`config.mk`:
```
export PLATFORM = sky130hd
export DESIGN_NAME = cyclic_sense_wake_timers
export DESIGN_NICKNAME = d
export VERILOG_FILES = /design/src/rtl/cyclic_timer_pkg.sv /design/src/rtl/cycle_timer.sv /design/src/rtl/cyclic_sense_wake_timers.sv
export SDC_FILE = /design/constraint.sdc
export NUM_CORES = 1
export LEC_CHECK = 0
export ABC_AREA = 1
export ABC_CLOCK_PERIOD_IN_PS = 2500
export BUFFER_PORTS_ARGS = -buffer_cell sky130_fd_sc_hd__buf_2
export CAP_MARGIN = 15
export CORE_AREA = 3 3 157 159
export CTS_CLUSTER_SIZE = 25
export DETAILED_ROUTE_END_ITERATION = 10
export DIE_AREA = 0 0 160 162
export PLACE_DENSITY = 0.58
export SYNTH_ARGS = -nofsm -noshare
export SYNTH_HDL_FRONTEND = slang
export SYNTH_SLANG_ARGS = --single-unit
export TNS_END_PERCENT = 50
```
`constraint.sdc`:
```
create_clock -name ref_clk -period 2.5 [get_ports ref_clk]
set_input_delay 0.125 -clock ref_clk [delete_from_list [all_inputs] [get_ports ref_clk]]
set_output_delay 0.125 -clock ref_clk [all_outputs]
set_load 0.01 [all_outputs]
```
`src/rtl/cyclic_timer_pkg.sv`:
```
// How it works
// - Unused bits of the filter and timer registers read zero and ignore writes.
// - Three two-bit filter selectors: input three 5:4, two 3:2, one 1:0.
// - Selector 00: continuous static sensing with a 16 us filter.
// - Selector 01: continuous static sensing with a 64 us filter.
// - Selector 10: cyclic sensing, 16 us filter at end of first timer on-time.
// - Selector 11: cyclic sensing, 16 us filter at end of second timer on-time.
// - On-time 000 stops the timer low, 110 stops it high.
// - On-time codes 001..101 give 0.1, 0.3, 1, 10, 20 ms; 111 reserved.
// - Period codes 000..110 give 10, 20, 50, 100, 200 ms, 1 s, 2 s.
// - Second timer is a separate identical instance, on-time 6:4, period 2:0.
// - Writing a running on-time starts the timer, no separate start command.
// - Restart clearing of switches with cyclic sensing also clears that timer's fields.
// - Cyclic sensing and cyclic wake run together without suppressing each other.
// - Power-on or soft reset sets all three registers to zero.
// - Timer expiry gives a wake event only while its wake-enable bit is set.
// - Switch config 010 follows the first timer, 011 the second timer.
package cyclic_timer_pkg;
    localparam int CLK_PERIOD_PS = 25000;
    localparam int TICK_TIME_US  = 100;
    localparam int FILT_SHORT_US = 16;
    localparam int FILT_LONG_US  = 64;
    localparam int TICK_CYCLES       = (TICK_TIME_US * 1000000 + CLK_PERIOD_PS - 1) / CLK_PERIOD_PS;
    localparam int FILT_SHORT_CYCLES = (FILT_SHORT_US * 1000000 + CLK_PERIOD_PS - 1) / CLK_PERIOD_PS;
    localparam int FILT_LONG_CYCLES  = (FILT_LONG_US * 1000000 + CLK_PERIOD_PS - 1) / CLK_PERIOD_PS;

    localparam logic [6:0] ADDR_WAKE_FILTER  = 7'h09;
    localparam logic [6:0] ADDR_FIRST_TIMER  = 7'h0c;
    localparam logic [6:0] ADDR_SECOND_TIMER = 7'h0d;
    localparam logic [7:0] FILTER_WR_MASK    = 8'h3f;
    localparam logic [7:0] TIMER_WR_MASK     = 8'h77;
    localparam logic [7:0] FILTER_RESET      = 8'h00;
    localparam logic [7:0] TIMER_RESET       = 8'h00;
    localparam int         ON_LSB            = 4;
    localparam int         PER_LSB           = 0;

    localparam logic [2:0] ON_STOP_LOW  = 3'h0;
    localparam logic [2:0] ON_STOP_HIGH = 3'h6;
    localparam logic [2:0] ON_RESERVED  = 3'h7;
    localparam logic [1:0] FLT_STATIC_LONG = 2'h1;
    localparam logic [2:0] HS_CFG_ON     = 3'h1;
    localparam logic [2:0] HS_CFG_FIRST  = 3'h2;
    localparam logic [2:0] HS_CFG_SECOND = 3'h3;

    // Durations in 0.1 ms ticks, indexed by code; reserved codes fall back to safe values
    localparam logic [7:0][15:0] ON_TICKS = {16'h0000, 16'h0000, 16'h00c8, 16'h0064,
                                             16'h000a, 16'h0003, 16'h0001, 16'h0000};
    localparam logic [7:0][15:0] PERIOD_TICKS = {16'h0064, 16'h4e20, 16'h2710, 16'h07d0,
                                                 16'h03e8, 16'h01f4, 16'h00c8, 16'h0064};

    typedef enum logic [1:0] {
        STOP_LOW  = 2'b00,
        RUN_ON    = 2'b01,
        RUN_OFF   = 2'b11,
        STOP_HIGH = 2'b10
    } timer_state_t;
endpackage
```
`src/rtl/cycle_timer.sv`:
```
`timescale 1ns/1ps
module cycle_timer
    import cyclic_timer_pkg::*;
(
    input  wire logic       ref_clk,
    input  wire logic       arst_n,
    input  wire logic       tick,
    input  wire logic       restart,
    input  wire logic [2:0] on_code,
    input  wire logic [2:0] per_code,
    output logic            timer_out,
    output logic            on_end,
    output logic            period_start
);
    timer_state_t state_ff;
    logic         restart_ff;
    logic [15:0]  cnt_ff;
    logic [15:0]  nxt_cnt;
    logic         stop_code;

    assign nxt_cnt   = cnt_ff + 16'h0001;
    assign stop_code = (on_code == ON_STOP_LOW) || (on_code == ON_STOP_HIGH) || (on_code == ON_RESERVED);

    always_ff @(posedge ref_clk or negedge arst_n) begin
        if (!arst_n) begin
            state_ff     <= STOP_LOW;
            restart_ff   <= 1'b0;
            cnt_ff       <= 16'h0000;
            timer_out    <= 1'b0;
            on_end       <= 1'b0;
            period_start <= 1'b0;
        end else begin
            // Restart one cycle after the write so the new on-time code decides it,
            // a write that stops the timer must not pulse the output first
            restart_ff   <= restart;
            on_end       <= 1'b0;
            period_start <= 1'b0;
            if (stop_code) begin
                state_ff  <= (on_code == ON_STOP_HIGH) ? STOP_HIGH : STOP_LOW;
                timer_out <= (on_code == ON_STOP_HIGH);
                cnt_ff    <= 16'h0000;
            end else if (restart_ff || state_ff == STOP_LOW || state_ff == STOP_HIGH) begin
                state_ff     <= RUN_ON;
                timer_out    <= 1'b1;
                cnt_ff       <= 16'h0000;
                period_start <= 1'b1;
            end else if (tick) begin
                if (nxt_cnt >= PERIOD_TICKS[per_code]) begin
                    state_ff     <= RUN_ON;
                    timer_out    <= 1'b1;
                    cnt_ff       <= 16'h0000;
                    period_start <= 1'b1;
                end else begin
                    cnt_ff <= nxt_cnt;
                    if (state_ff == RUN_ON && nxt_cnt >= ON_TICKS[on_code]) begin
                        state_ff  <= RUN_OFF;
                        timer_out <= 1'b0;
                        on_end    <= 1'b1;
                    end
                end
            end
        end
    end
endmodule

```
`src/rtl/cyclic_sense_wake_timers.sv`:
```
`timescale 1ns/1ps
module cyclic_sense_wake_timers
    import cyclic_timer_pkg::*;
#(
    parameter int TICK_LEN  = TICK_CYCLES,
    parameter int SHORT_LEN = FILT_SHORT_CYCLES,
    parameter int LONG_LEN  = FILT_LONG_CYCLES
) (
    input  wire logic        ref_clk,
    input  wire logic        arst_n,
    input  wire logic        soft_reset,
    input  wire logic        reg_wr,
    input  wire logic        reg_rd,
    input  wire logic [6:0]  reg_addr,
    input  wire logic [7:0]  reg_wdata,
    output logic      [7:0]  reg_rdata,
    input  wire logic        restart_clear_hs,
    input  wire logic [11:0] high_side_config,
    input  wire logic        first_timer_wake_enable,
    input  wire logic        second_timer_wake_enable,
    input  wire logic [2:0]  wake_input,
    output logic      [3:0]  high_side_output,
    output logic      [2:0]  wake_level,
    output logic      [2:0]  wake_input_event,
    output logic      [1:0]  timer_wake_event
);
    // Tick counter is 13 bits wide, input stability counters 12 bits
    if (TICK_LEN < 1 || TICK_LEN > 8192 || SHORT_LEN < 1 || LONG_LEN < SHORT_LEN || LONG_LEN > 4095) begin : g_bad_timing
        $error("unsupported timing parameters");
    end

    logic [7:0]  wake_filter_select_ff;
    logic [7:0]  first_timer_config_ff;
    logic [7:0]  second_timer_config_ff;
    logic [12:0] tick_cnt_ff;
    logic        tick_ff;
    logic [1:0]  timer_out;
    logic [1:0]  timer_on_end;
    logic [1:0]  timer_start;
    logic [1:0]  restart_wr;
    logic [1:0]  cyclic_use;

    assign restart_wr[0] = reg_wr && reg_addr == ADDR_FIRST_TIMER;
    assign restart_wr[1] = reg_wr && reg_addr == ADDR_SECOND_TIMER;
    // A timer is in cyclic use when any wake input samples at its on-time end
    assign cyclic_use[0] = wake_filter_select_ff[1:0] == 2'h2 || wake_filter_select_ff[3:2] == 2'h2
                        || wake_filter_select_ff[5:4] == 2'h2;
    assign cyclic_use[1] = wake_filter_select_ff[1:0] == 2'h3 || wake_filter_select_ff[3:2] == 2'h3
                        || wake_filter_select_ff[5:4] == 2'h3;

    // Register writes; the restart clear takes priority over a write in the same cycle
    always_ff @(posedge ref_clk or negedge arst_n) begin
        if (!arst_n) begin
            wake_filter_select_ff  <= FILTER_RESET;
            first_timer_config_ff  <= TIMER_RESET;
            second_timer_config_ff <= TIMER_RESET;
        end else if (soft_reset) begin
            wake_filter_select_ff  <= FILTER_RESET;
            first_timer_config_ff  <= TIMER_RESET;
            second_timer_config_ff <= TIMER_RESET;
        end else begin
            if (reg_wr && reg_addr == ADDR_WAKE_FILTER) begin
                wake_filter_select_ff <= reg_wdata & FILTER_WR_MASK;
            end
            if (restart_clear_hs && cyclic_use[0]) begin
                first_timer_config_ff <= TIMER_RESET;
            end else if (restart_wr[0]) begin
                first_timer_config_ff <= reg_wdata & TIMER_WR_MASK;
            end
            if (restart_clear_hs && cyclic_use[1]) begin
                second_timer_config_ff <= TIMER_RESET;
            end else if (restart_wr[1]) begin
                second_timer_config_ff <= reg_wdata & TIMER_WR_MASK;
            end
        end
    end

    always_ff @(posedge ref_clk or negedge arst_n) begin
        if (!arst_n) begin
            reg_rdata <= 8'h00;
        end else if (reg_rd) begin
            if (reg_addr == ADDR_WAKE_FILTER) begin
                reg_rdata <= wake_filter_select_ff;
            end else if (reg_addr == ADDR_FIRST_TIMER) begin
                reg_rdata <= first_timer_config_ff;
            end else if (reg_addr == ADDR_SECOND_TIMER) begin
                reg_rdata <= second_timer_config_ff;
            end else begin
                reg_rdata <= 8'h00;
            end
        end
    end

    // Shared 0.1 ms time base
    always_ff @(posedge ref_clk or negedge arst_n) begin
        if (!arst_n) begin
            tick_cnt_ff <= 13'h0000;
            tick_ff     <= 1'b0;
        end else if (tick_cnt_ff == 13'(TICK_LEN - 1)) begin
            tick_cnt_ff <= 13'h0000;
            tick_ff     <= 1'b1;
        end else begin
            tick_cnt_ff <= tick_cnt_ff + 13'h0001;
            tick_ff     <= 1'b0;
        end
    end

    cycle_timer first_cycle_timer (
        .ref_clk      (ref_clk),
        .arst_n       (arst_n),
        .tick         (tick_ff),
        .restart      (restart_wr[0]),
        .on_code      (first_timer_config_ff[ON_LSB +: 3]),
        .per_code     (first_timer_config_ff[PER_LSB +: 3]),
        .timer_out    (timer_out[0]),
        .on_end       (timer_on_end[0]),
        .period_start (timer_start[0])
    );

    cycle_timer second_cycle_timer (
        .ref_clk      (ref_clk),
        .arst_n       (arst_n),
        .tick         (tick_ff),
        .restart      (restart_wr[1]),
        .on_code      (second_timer_config_ff[ON_LSB +: 3]),
        .per_code     (second_timer_config_ff[PER_LSB +: 3]),
        .timer_out    (timer_out[1]),
        .on_end       (timer_on_end[1]),
        .period_start (timer_start[1])
    );

    // Switch supply and cyclic wake, independent of sensing
    always_ff @(posedge ref_clk or negedge arst_n) begin
        if (!arst_n) begin
            high_side_output <= 4'h0;
            timer_wake_event <= 2'h0;
        end else begin
            for (int i = 0; i < 4; i++) begin
                case (high_side_config[3*i +: 3])
                    HS_CFG_ON:     high_side_output[i] <= 1'b1;
                    HS_CFG_FIRST:  high_side_output[i] <= timer_out[0];
                    HS_CFG_SECOND: high_side_output[i] <= timer_out[1];
                    default:       high_side_output[i] <= 1'b0;
                endcase
            end
            timer_wake_event[0] <= timer_start[0] && first_timer_wake_enable;
            timer_wake_event[1] <= timer_start[1] && second_timer_wake_enable;
        end
    end

    for (genvar k = 0; k < 3; k++) begin : g_wake
        logic [1:0]  sel;
        logic [11:0] stable_cnt_ff;
        logic        raw_prev_ff;
        logic        qualified;
        assign sel = wake_filter_select_ff[2*k +: 2];
        always_comb begin
            if (sel[1]) begin
                qualified = (sel[0] ? timer_on_end[1] : timer_on_end[0])
                         && stable_cnt_ff >= 12'(SHORT_LEN);
            end else if (sel == FLT_STATIC_LONG) begin
                qualified = stable_cnt_ff >= 12'(LONG_LEN);
            end else begin
                qualified = stable_cnt_ff >= 12'(SHORT_LEN);
            end
        end
        always_ff @(posedge ref_clk or negedge arst_n) begin
            if (!arst_n) begin
                raw_prev_ff   <= 1'b0;
                stable_cnt_ff <= 12'h000;
                wake_level[k] <= 1'b0;
                wake_input_event[k] <= 1'b0;
            end else begin
                raw_prev_ff <= wake_input[k];
                if (wake_input[k] != raw_prev_ff) begin
                    stable_cnt_ff <= 12'h000;
                end else if (stable_cnt_ff < 12'(LONG_LEN)) begin
                    stable_cnt_ff <= stable_cnt_ff + 12'h001;
                end
                wake_input_event[k] <= qualified && raw_prev_ff != wake_level[k];
                if (qualified) begin
                    wake_level[k] <= raw_prev_ff;
                end
            end
        end
    end
endmodule

```
==> impl_metrics.toml <==
[timing]
setup_slack_ns = -0.0103
post-route-min-period_ns = 2.51
relSlewSlack_pct = 65.2
max_clock_freq_mhz = 398
setup_viol = 1
maxSlewViolCount = 0
fin_setup_tns_ns = -0.0103
clock_skew_ns = 0.0119
tightest_slew_ns = 0.523
fin_crit_sh_pct = 100
hold_viol_final = 0
rsz0062_at_grt = "yes"
hold_slack_ns = 0.0445

[die]
io_pins = 58
die_y_um = 162
die_w_um = 160
initial_core_util_pct = 35.6
coreArea_um2 = 23400
die_area_um2 = 25900
num_rows = 56

[clock_network]
cts_root_buffer = "clkbuf_16"
clock_latency_ns = 0.43
clockBufferDepth = 2
clock_sinks = 134
cts_tree = "done"
path_clk_slew_ns = 0.07
htreeDepth = 4
cts_buffers = 17

[placement]
gp_congestion = 0.857
pre_cts_ws_ns = -0.0981
dp_hpwl_um = 15400
numPlacedInstances = 1535
dpl_cell_area_um2 = 9570
port-buffer-count = 55

[yosys]
syn_area_um2 = 8340
async_reset_ff_share_pct = 100
synth.distinct_cells = 50
synth-seq-cells = 134
avgSynthCellArea_um2 = 7.62
yosysSeqAreaShare_pct = 40.2
ys_warn_count = 0
synth_edf_count = 0
synthCells = 1095
synth_nets = 1196
synthFlopType = "dfrtp_1"

[run]
maxCapViolCount = 0

[power_and_ir_drop]
p_comb_share_pct = 6.0
sequentialPowerShare_pct = 44.5
netSwitchingFraction_pct = 26.2
cellPowerDensity_nw_per_um2 = 458
clockPowerShare_pct = 49.6
power.static_leakage_nw = 5.35
peakVddDrop_mv = 0.337
p_int_mw = 3.75
p_switching_mw = 1.33

[grt]
grt_use_total_pct = 16.0
grt-ovfl-total = 0
grt_max_degree = 64
antenna_found_initial = 0
grt_pass1_wl_um = 34300
first_global_vias = 7133

[setup_path]
startpoint_type = "flip-flop"
rr_endpoint = "second_cycle_timer.cnt_ff[9]$_DFFE_PN0P_"
reg2reg_depth = 16
r2r_setup_slack_ns = -0.01
cp_max_fo = 6
r2r-start = "second_cycle_timer.cnt_ff[3]$_DFFE_PN0P_"
arrival_ns = 2.86
cp-end-kind = "flip-flop"
required_ns = 2.85
crit_type = "flip-flop to flip-flop"

[final_layout]
n_antenna_cell = 0
nets = 1375
final_cell_mix = "nand2_1 (239), inv_1 (153), dfrtp_1 (129)"
final_cell_count_no_fill = 1606
mostFrequentLayoutCell = "nand2_1"
area_growth_pct = 32.9
final_area_um2 = 11100
drive_gt1_share_pct = 26.2
multi_input_area_um2 = 4860
fill_cells = 2312
regArea_um2 = 3360

[hold_path]
hold_class = "primary input to flip-flop"
hold_start = "restart_clear_hs"
min_path_cells = 4
min_to = "second_timer_config_ff[6]$_DFFE_PN0P_"

[drt]
vias = 7651
drt_iter0_drc = 392
drc = 0
vias_per_cell = 4.76
drt-wirelength-per-cell_um = 13.1
wl_um = 21100
ant_nets = 0
dr.pass1.iters = 5

[outcome]
violations = "setup timing"
outcome = "finished with violations"
## synthesized netlist by cell type, types with 5 or more instances
library cell,number,share of area [%]
nor2_1,106,4.8
nand2_2,7,0.53
clkbuf_1,7,0.32
nand4_1,18,1.4
a31oi_1,5,0.38
nor2_2,7,0.53
nand3_1,71,4.3
xor2_1,10,1.1
nand2_1,273,12
o21ai_2,12,1.3
a21oi_1,48,2.9
nor3_1,12,0.72
o22ai_1,14,1.1
o21ai_0,66,4.0
xnor2_1,5,0.53
ha_1,63,9.5
or2_2,6,0.45
dfrtp_1,134,40
inv_1,161,7.2
o21ai_1,6,0.36
## power by group through the flow
stage / clock network, mW / logic [mW] / registers, mW
after floorplan: 0 / 0.139 / 2.29
after global placement: 0 / 0.280 / 2.30
after detailed placement: 0 / 0.287 / 2.30
after CTS: 2.57 / 0.308 / 2.26
after global routing: 2.64 / 0.349 / 2.26
final: 2.51 / 0.303 / 2.26
## stage by stage
stage	total power, mW	utilization, %
after global placement	2.58	40.9
after CTS	5.13	44.7
after floorplan	2.43	-
final	5.07	47.4
after global routing	5.26	47.4
after detailed placement	2.58	40.9
## state kept, by name, summed over array words and instances (netlist names), 2 cells and up
register and flops:
first_timer_config_ff 6, second_timer_config_ff 6, second_cycle_timer.state_ff 2, first_cycle_timer.cnt_ff 16
first_cycle_timer.state_ff 2, g_wake.raw_prev_ff 3, wake_input_event 3, wake_level 3
reg_rdata 7, high_side_output 4, timer_wake_event 2, g_wake.stable_cnt_ff 36
tick_cnt_ff 13, wake_filter_select_ff 6, second_cycle_timer.cnt_ff 16
## critical path: stages (launching register included)
cell and delay (ns):
dfrtp_1 0.38, buf_6 0.12, clkinvlp_4 0.13, nor2_4 0.23
nand3_2 0.10, nand2_2 0.07, inv_1 0.06, ha_2 0.20
a21oi_4 0.17, nor2_4 0.05, nor3_4 0.18, nor3_2 0.08
nor2_4 0.15, nand3_4 0.14, nor2_4 0.21, nand2_1 0.08
o21ai_1 0.07
## routing by layer
layer / vias to the layer above / share of wire, % / GRT usage, %
met5: - / 0 / 0
met4: 0 / 1.6 / 4.58
met3: 24 / 3.8 / 2.83
met2: 134 / 47 / 26.1
met1: 3573 / 48 / 22.1
li1: 3920 / - / -
## kinds of logic (layout without fill, tap and decap cells)
family                   after synthesis  in the layout  synth area share [%]
AND/OR/NAND/NOR                      523            523                  27.6
AO/OA/AOI/OAI                        181            181                  13.0
buffers and inverters                178            370                  8.15
flip-flops                           134            134                  40.2
adder cells (fa/ha/maj)               63             63                  9.45
XOR/XNOR                              15             15                  1.58
other                                  1              1                0.0450
## cell type report
cell class	count	share of cell area [%]
tap	319	3.60
timing repair buffer	172	11.3
clock buffer	17	3.84
inverter	166	5.71
multi-input combinational	783	43.8
sequential	134	30.3
clock inverter	15	1.39
## worst max-delay path by stage
stage	from	endpoint	slack (ns)	depth (start not counted)
3_5_place_dp	second_cycle_timer.cnt_ff[0]$_DFFE_PN0P_	second_cycle_timer.cnt_ff[3]$_DFFE_PN0P_	-0.1	15
5_1_grt	first_cycle_timer.cnt_ff[1]$_DFFE_PN0P_	first_cycle_timer.cnt_ff[0]$_DFFE_PN0P_	-0.14	20
4_1_cts	second_cycle_timer.cnt_ff[0]$_DFFE_PN0P_	second_cycle_timer.cnt_ff[9]$_DFFE_PN0P_	0.003	19
3_3_place_gp	second_cycle_timer.cnt_ff[0]$_DFFE_PN0P_	second_cycle_timer.cnt_ff[9]$_DFFE_PN0P_	-0.04	16
2_1_floorplan	second_timer_config_ff[2]$_DFFE_PN0P_	second_cycle_timer.cnt_ff[3]$_DFFE_PN0P_	0.07	14
6_report	second_cycle_timer.cnt_ff[3]$_DFFE_PN0P_	second_cycle_timer.cnt_ff[9]$_DFFE_PN0P_	-0.01	16
## what timing repair did
item,CTS,global route
pin swaps,13,59
hold buffers,17,0
resized for setup,21,125
hold endpoints to repair,63,0
setup endpoints to repair,27,38
setup buffers,7,15
Power figures use the tool's default switching activity.
